File: src/shared/pcgp_defs.svh
// constants of the pad configuration and gpio port block
// Function
// RULE_01: function field zero makes the pad a gpio pin, otherwise peripheral.
// RULE_02: for gpio pads the direction bit picks input or output.
// RULE_03: peripheral pads take direction from the peripheral, ignoring direction bits.
// RULE_04: pull field selects pull-up, pull-down, none or repeater.
// RULE_05: pull field resets to no pull resistor.
// RULE_06: repeater enables pull matching the pad's current level.
// RULE_07: repeater retention need not survive deepest power-down.
// RULE_08: serial-bus pads choose filtered bus mode or plain open-drain.
// RULE_09: high-source pads offer digital mode or two-level current sink mode.
// RULE_10: function field picks analog bus connections of analog pins.
// RULE_11: each converter connects to only one analog pin at a time.
// RULE_12: one write may set or clear any number of output bits.
// RULE_13: masked, set, clear and full-port writes are supported.
// RULE_14: every register access completes in a single cycle.
// RULE_15: each port bit is fixed to one pad.
// RULE_16: reset leaves pads gpio inputs without pulls except bus and debug pads.
// RULE_17: direction bits can be set, cleared and toggled per pin.
// RULE_18: pad config also holds input mode, hysteresis, filter and keeper.
// RULE_19: set and clear writes change only bits written as one.
// RULE_20: masked writes change only bits enabled by the mask.
`ifndef PCGP_DEFS_SVH
`define PCGP_DEFS_SVH
`define PCGP_NPADS 12
`define PCGP_NANA 6
// register byte offsets
`define PCGP_PAD_BASE 12'h000
`define PCGP_OUT 12'h100
`define PCGP_MASK 12'h104
`define PCGP_MOUT 12'h108
`define PCGP_SET 12'h10c
`define PCGP_CLR 12'h110
`define PCGP_DIR 12'h114
`define PCGP_DIRSET 12'h118
`define PCGP_DIRCLR 12'h11c
`define PCGP_DIRTGL 12'h120
`define PCGP_IN 12'h124
// pad config field positions
`define PCGP_F_PIN_FUNCTION_SELECT_LO 0
`define PCGP_F_PULL_LO 3
`define PCGP_F_HYS 5
`define PCGP_F_INMODE 6
`define PCGP_F_LPF 7
`define PCGP_F_I2CPLAIN 8
`define PCGP_F_SINK 9
`define PCGP_F_SLO_LO 10
`define PCGP_F_SHI_LO 13
`define PCGP_CFG_W 16
`define PCGP_CFG_RST 16'h0000
`define PCGP_CFG_OD_RST 16'h0001
`define PCGP_PULL_NONE 2'h0
`define PCGP_PULL_DOWN 2'h1
`define PCGP_PULL_UP 2'h2
`define PCGP_PULL_RPT 2'h3
`define PCGP_PIN_FUNCTION_SELECT_GPIO 3'h0
`define PCGP_PIN_FUNCTION_SELECT_ADC 3'h1
`define PCGP_PIN_FUNCTION_SELECT_DAC 3'h2
`define PCGP_PIN_FUNCTION_SELECT_I2D 3'h3
`endif

File: src/shared/pcgp_pkg.sv
// types of the pad configuration and gpio port block
package pcgp_pkg;
  typedef struct packed {
    logic [11:0] paddr;
    logic psel;
    logic penable;
    logic pwrite;
    logic [31:0] pwdata;
  } pcgp_apb_req_s;
  typedef struct packed {
    logic [31:0] prdata;
    logic pready;
    logic pslverr;
  } pcgp_apb_rsp_s;
  typedef struct packed {
    logic [11:0] out;
    logic [11:0] oe;
    logic [11:0] pull_up;
    logic [11:0] pull_down;
  } pcgp_pad_drv_s;
endpackage : pcgp_pkg

File: src/logic/pcgp_top.sv
// pad configuration and gpio port with apb register access
`timescale 1ns/1ps
`include "pcgp_defs.svh"
module pcgp_top (
  input wire logic pclk,
  input wire logic presetn,
  input wire pcgp_pkg::pcgp_apb_req_s apb_req,
  output pcgp_pkg::pcgp_apb_rsp_s apb_rsp,
  input wire logic [11:0] pad_in,
  input wire logic [11:0] periph_out,
  input wire logic [11:0] periph_oe,
  output pcgp_pkg::pcgp_pad_drv_s pad_drv,
  output logic [11:0] pad_hyst,
  output logic [11:0] pad_inmode,
  output logic [11:0] pad_lpf,
  output logic [1:0] bus_filter_en,
  output logic [3:0] sink_mode,
  output logic [11:0] sink_level_low,
  output logic [11:0] sink_level_high,
  output logic [17:0] analog_pin_config
);
  import pcgp_pkg::*;

  // ----------------------------------------
  // input synchroniser
  // ----------------------------------------
  logic [11:0] pin_meta_ff;
  logic [11:0] pin_sync_ff;
  always_ff @(posedge pclk or negedge presetn)
  begin
    if (!presetn)
    begin
      pin_meta_ff <= 12'h000;
      pin_sync_ff <= 12'h000;
    end
    else
    begin
      pin_meta_ff <= pad_in;
      pin_sync_ff <= pin_meta_ff;
    end
  end

  // ----------------------------------------
  // apb decode
  // ----------------------------------------
  logic [`PCGP_CFG_W-1:0] pad_config_block_ff [`PCGP_NPADS];
  logic [11:0] out_ff;
  logic [11:0] mask_ff;
  logic [11:0] port_direction_register_ff;
  logic [31:0] rdata_ff;
  logic ready_ff;
  logic err_ff;

  wire setup = apb_req.psel && !apb_req.penable;
  wire acc = apb_req.psel && apb_req.penable;
  wire wr = acc && apb_req.pwrite;
  wire [11:0] a = apb_req.paddr;
  wire [11:0] wd = apb_req.pwdata[11:0];
  wire is_pad = (a[11:8] == 4'h0) && (a[1:0] == 2'b00) && (a[7:2] < 6'd12);
  wire [3:0] pidx = a[5:2];
  wire is_gpio = (a == `PCGP_OUT) || (a == `PCGP_MASK) || (a == `PCGP_MOUT)
    || (a == `PCGP_SET) || (a == `PCGP_CLR) || (a == `PCGP_DIR)
    || (a == `PCGP_DIRSET) || (a == `PCGP_DIRCLR) || (a == `PCGP_DIRTGL)
    || (a == `PCGP_IN);

  // port write forms
  wire [11:0] out_full = (wr && a == `PCGP_OUT) ? wd : out_ff; // RULE_13
  wire [11:0] out_mask = (wr && a == `PCGP_MOUT) ?
    ((out_full & ~mask_ff) | (wd & mask_ff)) : out_full; // RULE_20
  wire [11:0] out_set = (wr && a == `PCGP_SET) ? (out_mask | wd) : out_mask; // RULE_12 RULE_19
  wire [11:0] nxt_out = (wr && a == `PCGP_CLR) ? (out_set & ~wd) : out_set; // RULE_19
  wire [11:0] dir_full = (wr && a == `PCGP_DIR) ? wd : port_direction_register_ff;
  wire [11:0] dir_s = (wr && a == `PCGP_DIRSET) ? (dir_full | wd) : dir_full; // RULE_17
  wire [11:0] dir_c = (wr && a == `PCGP_DIRCLR) ? (dir_s & ~wd) : dir_s; // RULE_17
  wire [11:0] nxt_dir = (wr && a == `PCGP_DIRTGL) ? (dir_c ^ wd) : dir_c; // RULE_17

  logic [31:0] rd_mux;
  always_comb
  begin
    rd_mux = 32'h0000_0000;
    if (is_pad)
      rd_mux = {16'h0000, pad_config_block_ff[pidx]};
    else if (a == `PCGP_OUT || a == `PCGP_MOUT)
      rd_mux = {20'h00000, out_ff};
    else if (a == `PCGP_MASK)
      rd_mux = {20'h00000, mask_ff};
    else if (a == `PCGP_DIR)
      rd_mux = {20'h00000, port_direction_register_ff};
    else if (a == `PCGP_IN)
      rd_mux = {20'h00000, pin_sync_ff};
  end

  // ----------------------------------------
  // registers
  // ----------------------------------------
  always_ff @(posedge pclk or negedge presetn)
  begin
    if (!presetn)
    begin
      out_ff <= 12'h000;
      mask_ff <= 12'hfff;
      port_direction_register_ff <= 12'h000; // RULE_16
      ready_ff <= 1'b0;
      err_ff <= 1'b0;
      rdata_ff <= 32'h0000_0000;
    end
    else
    begin
      out_ff <= nxt_out;
      port_direction_register_ff <= nxt_dir;
      if (wr && a == `PCGP_MASK)
        mask_ff <= wd;
      ready_ff <= setup; // RULE_14
      err_ff <= setup && !(apb_req.paddr[11:8] == 4'h0 ? is_pad : is_gpio);
      rdata_ff <= setup && !apb_req.pwrite ? rd_mux : 32'h0000_0000;
    end
  end

  genvar g;
  generate
    for (g = 0; g < `PCGP_NPADS; g++)
    begin : g_pad
      always_ff @(posedge pclk or negedge presetn)
      begin
        if (!presetn)
          // bus and debug pads reset to their peripheral function
          pad_config_block_ff[g] <= (g == 4 || g == 5 || g == 10 || g == 11) ?
            `PCGP_CFG_OD_RST : `PCGP_CFG_RST; // RULE_05 RULE_16
        else if (wr && is_pad && pidx == 4'(g))
          pad_config_block_ff[g] <= apb_req.pwdata[`PCGP_CFG_W-1:0]; // RULE_18
      end
    end
  endgenerate

  // ready comes from a flop: high in the access phase, one cycle after setup
  assign apb_rsp.pready = ready_ff; // RULE_14
  assign apb_rsp.prdata = rdata_ff;
  assign apb_rsp.pslverr = err_ff;

  // ----------------------------------------
  // pad drive
  // ----------------------------------------
  logic [11:0] nxt_o, nxt_oe, nxt_pu, nxt_pd, nxt_hy, nxt_im, nxt_lp;
  logic [11:0] nxt_slo, nxt_shi;
  logic [3:0] nxt_sink;
  logic [1:0] nxt_bf;
  logic [17:0] nxt_ana;
  logic [2:0] fn;
  logic [1:0] pl;
  logic [2:0] adc_own, dac_own, i2d_own;
  logic [2:0] nb;
  always_comb
  begin
    nxt_o = 12'h000; nxt_oe = 12'h000; nxt_pu = 12'h000; nxt_pd = 12'h000;
    nxt_hy = 12'h000; nxt_im = 12'h000; nxt_lp = 12'h000;
    nxt_slo = 12'h000; nxt_shi = 12'h000; nxt_sink = 4'h0; nxt_bf = 2'b00;
    nxt_ana = 18'h00000; adc_own = 3'h7; dac_own = 3'h7; i2d_own = 3'h7;
    fn = 3'h0; pl = 2'h0; nb = 3'h0;
    for (int i = 0; i < `PCGP_NPADS; i++)
    begin
      fn = pad_config_block_ff[i][`PCGP_F_PIN_FUNCTION_SELECT_LO +: 3];
      pl = pad_config_block_ff[i][`PCGP_F_PULL_LO +: 2];
      // fixed pad per port bit
      if (fn == `PCGP_PIN_FUNCTION_SELECT_GPIO) // RULE_01 RULE_15
      begin
        nxt_o[i] = out_ff[i];
        nxt_oe[i] = port_direction_register_ff[i]; // RULE_02
      end
      else
      begin
        nxt_o[i] = periph_out[i];
        nxt_oe[i] = periph_oe[i]; // RULE_03
      end
      case (pl) // RULE_04
        `PCGP_PULL_UP: nxt_pu[i] = 1'b1;
        `PCGP_PULL_DOWN: nxt_pd[i] = 1'b1;
        `PCGP_PULL_RPT:
        begin
          nxt_pu[i] = pin_sync_ff[i]; // RULE_06 RULE_07
          nxt_pd[i] = !pin_sync_ff[i]; // RULE_06
        end
        default: ;
      endcase
      nxt_hy[i] = pad_config_block_ff[i][`PCGP_F_HYS]; // RULE_18
      nxt_im[i] = pad_config_block_ff[i][`PCGP_F_INMODE];
      nxt_lp[i] = pad_config_block_ff[i][`PCGP_F_LPF];
      nxt_slo[i] = |pad_config_block_ff[i][`PCGP_F_SLO_LO +: 3];
      nxt_shi[i] = |pad_config_block_ff[i][`PCGP_F_SHI_LO +: 3];
      if (i < `PCGP_NANA)
      begin
        // first pad claiming a converter wins it
        if (fn == `PCGP_PIN_FUNCTION_SELECT_ADC && adc_own == 3'h7)
          adc_own = 3'(i); // RULE_10 RULE_11
        if (fn == `PCGP_PIN_FUNCTION_SELECT_DAC && dac_own == 3'h7)
          dac_own = 3'(i); // RULE_11
        if (fn == `PCGP_PIN_FUNCTION_SELECT_I2D && i2d_own == 3'h7)
          i2d_own = 3'(i); // RULE_11
      end
    end
    for (int i = 0; i < `PCGP_NANA; i++)
      nxt_ana[3*i +: 3] = {i2d_own == 3'(i), dac_own == 3'(i), adc_own == 3'(i)}; // RULE_10
    // high-source pads: 3, 7, 10, 11
    for (int k = 0; k < 4; k++)
    begin
      nb = (k == 0) ? 3'd3 : (k == 1) ? 3'd7 : (k == 2) ? 3'd2 : 3'd3;
      nxt_sink[k] = pad_config_block_ff[k < 2 ? 4'(nb) : 4'(8 + nb)][`PCGP_F_SINK]; // RULE_09
    end
    // bus pads 4 and 5: filtered when set to a peripheral function unless plain open-drain chosen
    for (int k = 0; k < 2; k++)
    begin
      nxt_bf[k] = (pad_config_block_ff[4 + k][`PCGP_F_PIN_FUNCTION_SELECT_LO +: 3] != `PCGP_PIN_FUNCTION_SELECT_GPIO)
        && !pad_config_block_ff[4 + k][`PCGP_F_I2CPLAIN]; // RULE_08
      if (pad_config_block_ff[4 + k][`PCGP_F_PIN_FUNCTION_SELECT_LO +: 3] != `PCGP_PIN_FUNCTION_SELECT_GPIO)
      begin
        nxt_oe[4 + k] = periph_oe[4 + k] && !periph_out[4 + k]; // RULE_08
        nxt_o[4 + k] = 1'b0;
      end
    end
  end

  always_ff @(posedge pclk or negedge presetn)
  begin
    if (!presetn)
    begin
      pad_drv <= '0;
      pad_hyst <= 12'h000;
      pad_inmode <= 12'h000;
      pad_lpf <= 12'h000;
      bus_filter_en <= 2'b00;
      sink_mode <= 4'h0;
      sink_level_low <= 12'h000;
      sink_level_high <= 12'h000;
      analog_pin_config <= 18'h00000;
    end
    else
    begin
      pad_drv <= '{out: nxt_o, oe: nxt_oe, pull_up: nxt_pu, pull_down: nxt_pd};
      pad_hyst <= nxt_hy;
      pad_inmode <= nxt_im;
      pad_lpf <= nxt_lp;
      bus_filter_en <= nxt_bf;
      sink_mode <= nxt_sink;
      sink_level_low <= nxt_slo;
      sink_level_high <= nxt_shi;
      analog_pin_config <= nxt_ana;
    end
  end
endmodule : pcgp_top

File: config.mk
export PLATFORM = sky130hd
export DESIGN_NAME = pcgp_top
export DESIGN_NICKNAME = d
export VERILOG_FILES = /design/src/shared/pcgp_pkg.sv /design/src/logic/pcgp_top.sv
export VERILOG_INCLUDE_DIRS = /design/src /design/src/shared
export SDC_FILE = /design/constraint.sdc
export NUM_CORES = 1
export LEC_CHECK = 0
export BUFFER_PORTS_ARGS = -buffer_cell sky130_fd_sc_hd__buf_2
export CORE_AREA = 10 10 247 155
export CTS_CLUSTER_DIAMETER = 150
export DETAILED_ROUTE_END_ITERATION = 8
export DIE_AREA = 0 0 257 165
export HOLD_SLACK_MARGIN = 0.08
export PLACE_DENSITY = 0.81
export SKIP_LAST_GASP = 1
export SLEW_MARGIN = 20
export SYNTH_ARGS = -nofsm -noshare
export SYNTH_HDL_FRONTEND = slang
export SYNTH_SLANG_ARGS = --single-unit
File: constraint.sdc
create_clock -name pclk -period 1.6 [get_ports pclk]
set_clock_uncertainty 0.15 [all_clocks]
set_input_delay 0.32 -clock pclk [delete_from_list [all_inputs] [get_ports pclk]]
set_output_delay 0.32 -clock pclk [all_outputs]
set_load 0.005 [all_outputs]
==> results of run 1 <==
cells by family (layout without fill, tap and decap cells):
kind of cell | after synthesis | count (layout) | synth area share (%)
DFF | 402 | 402 | 58.5
muxes | 306 | 306 | 20.7
and+or+nand+nor | 282 | 283 | 10.4
AOI/OAI and AO/OA | 174 | 174 | 6.91
buffers and inverters | 114 | 544 | 3.51
other | 1 | 19 | 0.0217
state kept, by name, summed over array words and instances, names as in the netlist, 16 cells and up:
| signal | count |
|---|---|
| analog_pin_config | 18 |
| pad_drv | 48 |
| pad_config_block_ff | 149 |
| rdata_ff | 16 |
worst max-delay path: cells and delay by family:
| family | cells | cell delay [ns] |
|---|---|---|
| compound gates | 2 | 0.30 |
| simple gates | 2 | 0.80 |
| buf+inv | 4 | 0.66 |
report_power, final:
| group | leakage [nW] | internal (mW) | switching [mW] |
|---|---|---|---|
| combinational | 5.57 | 0.496 | 0.800 |
| sequential | 5.49 | 10.2 | 0.0340 |
| clock | 0.633 | 5.54 | 3.95 |
what timing repair did:
action	in CTS	in global routing
setup buffers	6	27
hold buffers	42	0
gates resized for setup	11	157
endpoints found under the setup margin	240	247
pin swaps	4	30
cloned	0	16
endpoints found under the hold margin	435	0
cells in the mapped netlist, drive strengths merged (4+ instances only):
cell type,instances,share of area (%)
dfstp,16,2.4
o221ai,12,0.61
mux2i,67,3.9
clkbuf,48,1.1
a32oi,11,0.56
and2,17,0.62
inv,6,0.13
nand2,48,1.0
buf,60,2.3
nor2b,32,1.2
or3,25,0.91
nand2b,8,0.29
nor4,7,0.67
and3,5,0.19
mux2,224,15
nor3,26,1.5
o21ai,42,1.2
a22o,11,0.56
or4,13,0.57
nand3b,6,0.26
a22oi,15,0.65
nand3,51,1.5
nor3b,7,0.30
dfrtp,386,56
a32o,11,0.64
o22ai,11,0.40
nor2,19,0.41
a21oi,29,0.84
a21boi,23,1.0
mux4,15,2.0
or3b,4,0.20
per-layer routing:
layer	vias to the layer above	share of wire, %	track usage, %
li1	5467	-	-
met1	6766	41	34.8
met2	939	43	36.6
met3	167	12	7.25
met4	4	3.1	6.38
met5	-	0.042	0
layout by cell type, fill, tap and decap left out, drive strengths merged, types with 9 or more instances in the layout:
cell type / n
a21boi: 23
a21oi: 29
a22o: 11
a22oi: 15
a32o: 11
a32oi: 11
and2: 17
buf: 417
clkbuf: 63
conb: 16
dfrtp: 386
dfstp: 16
dlygate4sd3: 42
inv: 9
mux2: 224
mux2i: 67
mux4: 15
nand2: 48
nand3: 51
nor2: 19
nor2b: 32
nor3: 26
o21ai: 42
o221ai: 12
o22ai: 11
or3: 25
or4: 13
how the worst min path moves through the flow:
stage	from	end	slack (ns)
after global placement	presetn	nxt_lp[7]$_DFFE_PN0P_	0.07
after floorplan	presetn	analog_pin_config[0]$_DFF_PN0_	-0.13
after CTS	apb_req[34]	ready_ff$_DFF_PN0_	0.08
final	apb_req[10]	out_ff[10]$_DFF_PN0_	0.1
after global routing	apb_req[1]	out_ff[1]$_DFF_PN0_	0.09
after detailed placement	presetn	nxt_lp[8]$_DFFE_PN0P_	0.07
area by class of cell:
cell class              count  area [µm²]
diodes                      3        7.51
clock buffers              51        1070
clock inverters            16         221
fillers                  2113        9810
inverters                   6        22.5
multi-input cells         779        7680
flip-flops and latches    402       10100
well taps                 459         574
repair buffers            471        3980
metrics by stage:
stage / hold WS [ns] / total power, mW / TNS, ns / utilization (%)
final: 0.0958 / 21.0 / -26.02 / 70.7
after detailed placement: 0.0733 / 11.5 / -157.19 / 61.8
after CTS: 0.0820 / 21.1 / -15.63 / 67.2
after floorplan: -0.126 / 10.9 / -108.86 / -
after global routing: 0.0895 / 21.6 / -28.02 / 70.7
after global placement: 0.0661 / 11.5 / -148.22 / 61.8
==> summary.md, run 1 <==
| Metric | Value |
|---|---|
| Vert. Die Dim | about 170 µm |
| H-tree depth | 2 |
| Reg2Reg Setup Slack | -0.09 ns |
| CTS max path bufs | 3 |
| Final setup vio count | 233 |
| Crit path kind | in2reg |
| Drt via density | 6.10 |
| Via Count | 13300 |
| Most used cell, CP | buf_6 |
| Asr flop ratio synth | 100% |
| Slew headroom | 61.7% |
| Pwr Density | 890 nW/µm² |
| R2R depth | 4 |
| Setup WS post-layout | -0.213 ns |
| Status | complete, but fails checks |
| #FFs+latches synth | between 400 and 500 |
| Worst R2R Start | pad_config_block_ff[171]$_DFFE_PN0P_ |
| Clk_lat worst skew | ~0.55 ns |
| Pre-CTS setup slack | -0.752 ns |
| Die Area | 42400 µm² |
| Vias in the first global route | 13100 |
| Starting DRT DRC Count | 1771 |
| Worst setup path startpoint | apb_req[37] |
| Worst EP required | 1.87 ns |
| Post-DRT Antenna Nets | 0 |
| Worst VDD drop | 1.01 mV |
| Final std cells w/o fill | 2187 |
| Die X | about 260 µm |
| Hold Path Depth | 4 |
| Number of synthesized flops with an enable pin | 0 |
| Crit-path cells | buf_4, or4b_4, buf_6, nor3_4, buf_6, clkbuf_16, a21boi_0, a32o_1 |
| Placer Congestion | 0.936 |
| Overall routed net length | 58900 µm |
| Sink Count | 402 |
| Mapped Area | 17200 µm² |
| CP max-delay cell | or4b_4 |
| Post-layout nets | 1782 |
| Crit end category | register |
| RSZ-0062 raised after global routing | yes |
| Ys flop type | dfrtp_1 |
| Dpl cell area | around 21000 µm² |
| Dpl cells | 2029 |
| Post-layout minimum cycle time | 1.81 ns |
| Starting Density | 51.6% |
| Post-DR wirelength/cell | between 20 and 30 µm |
| Max incr delay on CP | 0.51 ns |
| Initial DRT Pass Iterations | 6 |
| IO Pins | 251 |
| Max-Cap Viols | 0 |
| Layout cell share with drive strength beyond 1 | 48.7% |
| Largest net degree at the start of global routing | 70 |
| DR DRC count | 0 |
| RR Endpoint | rdata_ff[11]$_DFF_PN0_ |
| Avg Cell Area, Syn | around 13 µm² |
| CTS clk-pin slew, worst paths | about 0.070 ns |
| Netlist cell types | 62 |
| Startpoint type of the worst setup path | input pin |
| Final HPWL DP | 38200 µm |
| Register area share after synthesis | between 50% and 60% |
| Fin area | 23600 µm² |
| Syn Inst Count | 1279 |
| Pins Over Slew Limit | 0 |
| Pleak | between 10 and 15 nW |
| Worst-Margin Slew | roughly 0.57 ns |
| First-pass GRT wire length | 81000 µm |
| Final hold violations | 0 |
| CTS root buf | clkbuf_16 |
| Total core area | about 33000 µm² |
| CTS tree | built |
| Worst Path Arrival | roughly 2.1 ns |
| Crit share post-route | 113% |
| Synth warnings | 0 |
| CP max FO | 6 |
| Worst setup endpoint | port_direction_register_ff[2]$_DFF_PN0_ |
| Num CTS Buffers | 37 |
| Global route overflow | 0 |
| PortBufs | 218 |
| Fmax | between 0.5 and 0.6 GHz |
| Initial antenna violation count | 5 |
| Hold Crit Class | in2reg |
| Violated checks | setup timing |
| Total GRT Usage | 24.6% |
| Layout area overhead | 37.1% |
| Rows | 52 |
Note: power is estimated with default switching activity, not from simulation.
==> inputs of run 2 (changes only) <==
--- a/config.mk
+++ b/config.mk
@@ -7,14 +7,14 @@
 export NUM_CORES = 1
 export LEC_CHECK = 0
 export BUFFER_PORTS_ARGS = -buffer_cell sky130_fd_sc_hd__buf_2
-export CORE_AREA = 10 10 247 155
+export CORE_AREA = 10 10 242 152
+export CTS_BUF_LIST = sky130_fd_sc_hd__clkbuf_2
 export CTS_CLUSTER_DIAMETER = 150
 export DETAILED_ROUTE_END_ITERATION = 8
-export DIE_AREA = 0 0 257 165
+export DIE_AREA = 0 0 252 162
 export HOLD_SLACK_MARGIN = 0.08
-export PLACE_DENSITY = 0.81
+export PLACE_DENSITY = 0.83
 export SKIP_LAST_GASP = 1
-export SLEW_MARGIN = 20
 export SYNTH_ARGS = -nofsm -noshare
 export SYNTH_HDL_FRONTEND = slang
 export SYNTH_SLANG_ARGS = --single-unit
==> summary.md, run 2 (same netlist as run 1, synthesis figures left out) <==
| Metric | Value |
|---|---|
| Status | complete, but fails checks |
| Violated checks | hold timing, setup timing |
| CTS clk-pin slew, worst paths | around 0.12 ns |
| Crit path kind | in2reg |
| Final hold violations | 24 |
| Post-DR wirelength/cell | 24.9 µm |
| Starting DRT DRC Count | between 1500 and 2000 |
| Pre-CTS setup slack | -0.750 ns |
| Total core area | about 32000 µm² |
| Final setup vio count | ~400 |
| Global route overflow | 0 |
| Fmax | 0.470 GHz |
| Overall routed net length | 57300 µm |
| Pleak | about 12 nW |
| Worst-Margin Slew | 0.840 ns |
| Vias in the first global route | around 14000 |
| Rows | 51 |
| Hold Crit Class | in2reg |
| Clk_lat worst skew | 1.06 ns |
| Switching Share | 27.7% |
| Setup TNS Final | -110.70 ns |
| Post-DRT Antenna Nets | 0 |
| Initial DRT Pass Iterations | 6 |
| Largest net degree at the start of global routing | 69 |
| Vert. Die Dim | 162 µm |
| Worst VDD drop | approximately 0.50 mV |
| Drt via density | 5.92 |
| Commonest non-fill, non-tap cell in the layout | dfrtp_1 |
| Layout area overhead | 33.7% |
| Pwr Density | 780 nW/µm² |
| Die X | approximately 250 µm |
| Via Count | roughly 14000 |
| Post-layout minimum cycle time | 2.13 ns |
| Pins Over Slew Limit | 0 |
| Post-layout nets | around 1900 |
| Die Area | 40800 µm² |
| Register share of total power | 56.9% |
| Gate power share | between 8 and 9% |
| H-tree depth | 3 |
| Starting Density | a little over half |
| Most frequent cells in the layout | 385 x dfrtp_1, 216 x buf_2, 148 x mux2_4, 147 x buf_4, 129 x clkbuf_2 |
| Sink Count | about 400 |
| Clock share of power | between 30% and 40% |
| P_sw | roughly 5.0 mW |
| CTS root buf | clkbuf_2 |
| Slew headroom | a little over two fifths |
| Layout cell share with drive strength beyond 1 | 46.3% |
| Worst Path Arrival | 2.88 ns |
| Worst EP required | between 2 and 2.5 ns |
| Num CTS Buffers | 91 |
| Setup WS post-layout | -0.527 ns |
| Final HPWL DP | 39200 µm |
| Total GRT Usage | 27.4% |
| Largest registers | pad_config_block_ff: 149 flops, pad_drv: 48 flops, analog_pin_config: 18 flops |
| IO Pins | 251 |
| Crit share post-route | 133% |
| Most flop-heavy register | pad_config_block_ff |
| CTS max path bufs | 3 |
| First-pass GRT wire length | 85900 µm |
| Placer Congestion | 0.942 |
| CP max FO | 7 |
| DR DRC count | 0 |
| Startpoint type of the worst setup path | input pin |
| Dpl cells | between 2000 and 2500 |
| Internal Pwr Total | 13.0 mW |
| Crit end category | register |
| RSZ-0062 raised after global routing | yes |
| Initial antenna violation count | 12 |
| CTS tree | built |
| Worst hold margin | -0.207 ns |
| Max reg flops | 149 |
| Final std cells w/o fill | 2303 |
| PortBufs | 218 |
| Max-Cap Viols | 0 |
run 2: changes by cell type in the layout (fill, tap and decap cells not counted), sizes merged:
cell	previous run	this run
diode	3	5
or3b	5	4
dlymetal6s4s	0	5
dlymetal6s2s	0	1
and2	17	18
dlygate4sd3	42	109
clkbuf	63	131
inv	9	7
bufinv	5	0
clkinvlp	2	0
clkinv	6	32
buf	417	408
run 2: path summary, 6_finish.rpt:
check                      slack, ns                                 start                                  end  cells past startpoint
max in group asynchronous       0.37                               presetn  pad_config_block_ff[16]$_DFFE_PN1P_                      5
max reg2reg                    -0.07  pad_config_block_ff[155]$_DFFE_PN0P_               rdata_ff[11]$_DFF_PN0_                      4
min in group asynchronous       0.20                               presetn                 out_ff[11]$_DFF_PN0_                      4
min                            -0.21                           apb_req[38]               rdata_ff[10]$_DFF_PN0_                      6
min reg2reg                     0.20              pin_meta_ff[8]$_DFF_PN0_             pin_sync_ff[8]$_DFF_PN0_                      0
max                            -0.53                           apb_req[40]                rdata_ff[8]$_DFF_PN0_                      9
run 2: metrics by stage:
stage / cell area [µm²] / total power, mW / hold WS, ns / util, %
global placement: 20800 / 11.6 / 0.0678 / 64.6
CTS: 22700 / 18.0 / -0.257 / 70.7
floorplan: 18200 / 10.9 / -0.126 / -
detailed placement: 20800 / 11.6 / 0.0704 / 64.6
finish: 23000 / 18.0 / -0.207 / 71.7
global route: 23000 / 18.8 / -0.291 / 71.6
run 2: final cells by class:
cell class	instances	area, µm²
tap	424	531
fill	2155	9110
sequential	402	10100
antenna	5	12.5
clock buffer	129	646
inverter	6	22.5
timing repair buffer	525	4240
multi-input combinational	779	7390
clock inverter	33	130
run 2: repair_timing:
item                                   4_1_cts  5_1_grt
pin swaps                                    0       12
gates resized for setup                      1       37
hold buffers                               114       14
setup endpoints to repair                  152      400
cloned                                       0        4
endpoints found under the hold margin      682      226
buffers inserted                             1        8
run 2: power groups by stage:
stage                     clock network (mW)  logic [mW]  registers (mW)
after floorplan                            0       0.476            10.4
after global placement                     0        1.15            10.4
after detailed placement                   0        1.18            10.4
after CTS                               6.39        1.41            10.2
after global routing                    6.96        1.56            10.2
final                                   6.27        1.47            10.2
run 2: critical path, cell delays in order:
cell	delay (ns)
buf_2	0.13
buf_12	0.13
dlygate4sd3_1	0.73
or4_4	0.63
nor4_4	0.29
buf_6	0.19
buf_6	0.13
nand2_1	0.07
a32oi_2	0.27
run 2: per-layer routing:
layer / track usage (%) / vias to the layer above / routed length, µm
met5: 0 / - / 127
met4: 7.96 / 14 / 1140
met3: 10.8 / 127 / 7300
met2: 40.0 / 855 / 25300
met1: 37.3 / 6904 / 23400
li1: - / 5731 / -
==> inputs of run 3 (changes only) <==
--- a/config.mk
+++ b/config.mk
@@ -7,13 +7,13 @@
 export NUM_CORES = 1
 export LEC_CHECK = 0
 export BUFFER_PORTS_ARGS = -buffer_cell sky130_fd_sc_hd__buf_2
-export CORE_AREA = 10 10 242 152
+export CORE_AREA = 10 10 240 151
 export CTS_BUF_LIST = sky130_fd_sc_hd__clkbuf_2
 export CTS_CLUSTER_DIAMETER = 150
 export DETAILED_ROUTE_END_ITERATION = 8
-export DIE_AREA = 0 0 252 162
+export DIE_AREA = 0 0 250 161
 export HOLD_SLACK_MARGIN = 0.08
-export PLACE_DENSITY = 0.83
+export PLACE_DENSITY = 0.81
 export SKIP_LAST_GASP = 1
 export SYNTH_ARGS = -nofsm -noshare
 export SYNTH_HDL_FRONTEND = slang
==> constraint.sdc (replaced) <==
create_clock -name pclk -period 2.2 [get_ports pclk]
set_clock_uncertainty 0.15 [all_clocks]
set_input_delay 0.44 -clock pclk [delete_from_list [all_inputs] [get_ports pclk]]
set_output_delay 0.44 -clock pclk [all_outputs]
set_load 0.005 [all_outputs]
==> summary.md, run 3 (same netlist as run 1, synthesis figures left out) <==
| Metric | Value |
|---|---|
| Layout area overhead | 32.1% |
| Post-DR wirelength/cell | 24.9 µm |
| Violated checks | setup timing |
| CTS max path bufs | 3 |
| H-tree depth | 3 |
| CTS root buf | clkbuf_2 |
| Initial antenna violation count | 10 |
| Num CTS Buffers | 90 |
| Drt via density | 6.01 |
| Via Count | 13900 |
| Sink Count | 402 |
| Crit-path cells | dlygate4sd3_1, buf_2, nor4_4, nand4_4, buf_12, nor4_4, buf_4, buf_12, dlygate4sd3_1, mux2_4 |
| Crit path kind | in2reg |
| Utilization after layout | 71.5% |
| Total core area | 31800 µm² |
| First-pass GRT wire length | 85900 µm |
| Setup WS post-layout | -0.122 ns |
| Pins Over Slew Limit | 0 |
| Die Area | 40300 µm² |
| Worst EP required | about 3 ns |
| Hold Crit Class | in2reg |
| Largest net degree at the start of global routing | 61 |
| Placer Congestion | 0.917 |
| Worst-Margin Slew | about 0.9 ns |
| Global route overflow | 0 |
| Commonest non-fill, non-tap cell in the layout | dfrtp_1 |
| Most frequent cells in the layout | 386 x dfrtp_1, 213 x buf_2, 167 x dlygate4sd3_1, 133 x clkbuf_2, 123 x mux2_2 |
| Status | complete, but fails checks |
| Max reg flops | 149 |
| Total GRT Usage | 27.4% |
| CP max FO | 8 |
| Max-Cap Viols | 0 |
| RSZ-0062 raised after global routing | yes |
| Starting Density | 54.1% |
| CTS clk-pin slew, worst paths | 0.13 ns |
| Fin area | 22800 µm² |
| Layout cell share with drive strength beyond 1 | approximately 42% |
| CTS tree | built |
| Reg2Reg Setup Slack | 0.04 ns |
| Dpl cell area | 19900 µm² |
| Largest registers | pad_config_block_ff: 149 flops, pad_drv: 48 flops, analog_pin_config: 18 flops |
| Startpoint type of the worst setup path | input pin |
| Crit share post-route | 106% |
| Post-layout nets | approximately 1900 |
| Clk_lat worst skew | 1.05 ns |
| Fmax | between 0.4 and 0.5 GHz |
| Post-layout minimum cycle time | 2.32 ns |
| Die X | 250 µm |
| Most flop-heavy register | pad_config_block_ff |
| PortBufs | 218 |
| Worst Path Arrival | 3.10 ns |
| Pleak | 11.7 nW |
| Rows | 51 |
| Worst hold margin | 0.125 ns |
| Final HPWL DP | 36900 µm |
| Initial DRT Pass Iterations | 8 |
| Final setup vio count | 26 |
| Pwr Density | 577 nW/µm² |
| IO Pins | 251 |
| DR DRC count | 0 |
| Vias in the first global route | 14200 |
| Worst VDD drop | 0.332 mV |
| Slew headroom | 39.5% |
| Max incr delay on CP | 0.63 ns |
| Overall routed net length | between 50000 and 60000 µm |
| Starting DRT DRC Count | about 1600 |
| Post-DRT Antenna Nets | 0 |
| CP max-delay cell | dlygate4sd3_1 |
| Crit end category | register |
| Vert. Die Dim | 161 µm |
| Final hold violations | 0 |
==> run 3: cell types whose count changed in the layout (fill, tap and decap cells not counted), moves of 4 or more <==
cell	previous run	this run
clkbuf_2	129	133
nand3_1	36	51
buf_4	147	116
dlygate4sd3_1	109	167
mux2_2	76	123
o21ai_1	13	5
o21ai_0	29	37
buf_12	37	27
mux2_4	148	101
clkinv_1	27	18
nand3_2	15	0
==> run 3: timing repair <==
item,CTS,global route
buffers inserted,0,22
hold buffers,174,1
pin swaps,0,4
gates resized for setup,4,24
setup endpoints to repair,26,148
cloned,0,1
endpoints found under the hold margin,682,1
==> run 3: path summary, 6_finish.rpt <==
check | to | depth (start not counted) | startpoint
min in group asynchronous | nxt_im[9]$_DFFE_PN0P_ | 4 | presetn
min | rdata_ff[14]$_DFF_PN0_ | 6 | apb_req[38]
max reg2reg | out_ff[2]$_DFF_PN0_ | 5 | mask_ff[2]$_DFFE_PN1P_
max in group asynchronous | pad_inmode[5]$_DFF_PN0_ | 4 | presetn
min reg2reg | pin_sync_ff[3]$_DFF_PN0_ | 0 | pin_meta_ff[3]$_DFF_PN0_
max | pad_config_block_ff[186]$_DFFE_PN0P_ | 10 | apb_req[41]
==> run 3: area by class of cell <==
type,count,area (µm²)
clock inverter,26,131
clock buffer,133,666
antenna,8,20.0
timing repair buffer,535,4310
multi-input combinational,778,7010
inverter,6,22.5
sequential,402,10100
tap,424,531
fill,2015,9070
==> run 3: power by group <==
group / total [mW] / internal [mW] / switching, mW
combinational: 1.00 / 0.417 / 0.584
sequential: 7.45 / 7.42 / 0.0249
clock: 4.69 / 1.72 / 2.97
total: 13.1 / 9.56 / 3.58
==> run 3: metal layers <==
layer,global-route usage [%],vias to the layer above,part of all wire (%)
met5,0,-,0.023
met4,8.92,2,2.9
met3,9.78,163,12
met2,41.1,948,45
met1,36.6,7018,40
li1,-,5757,-
==> run 3: critical path, delay by kind of cell <==
family / cells / cell delay, ns
buf+inv: 6 / 1.80
simple gates: 3 / 0.53
mux: 1 / 0.32
==> run 3: metrics by stage <==
stage / cells / TNS (ns) / setup WS [ns] / power (mW)
final: 2312 / -0.961 / -0.122 / 13.1
after global routing: 2310 / -4.04 / -0.0908 / 13.7
after CTS: 2282 / -0.540 / -0.0335 / 13.1
after detailed placement: 1949 / -26.71 / -0.208 / 8.37
after global placement: 1949 / -20.43 / -0.215 / 8.35
after floorplan: 1294 / -4.85 / -0.0983 / 7.89
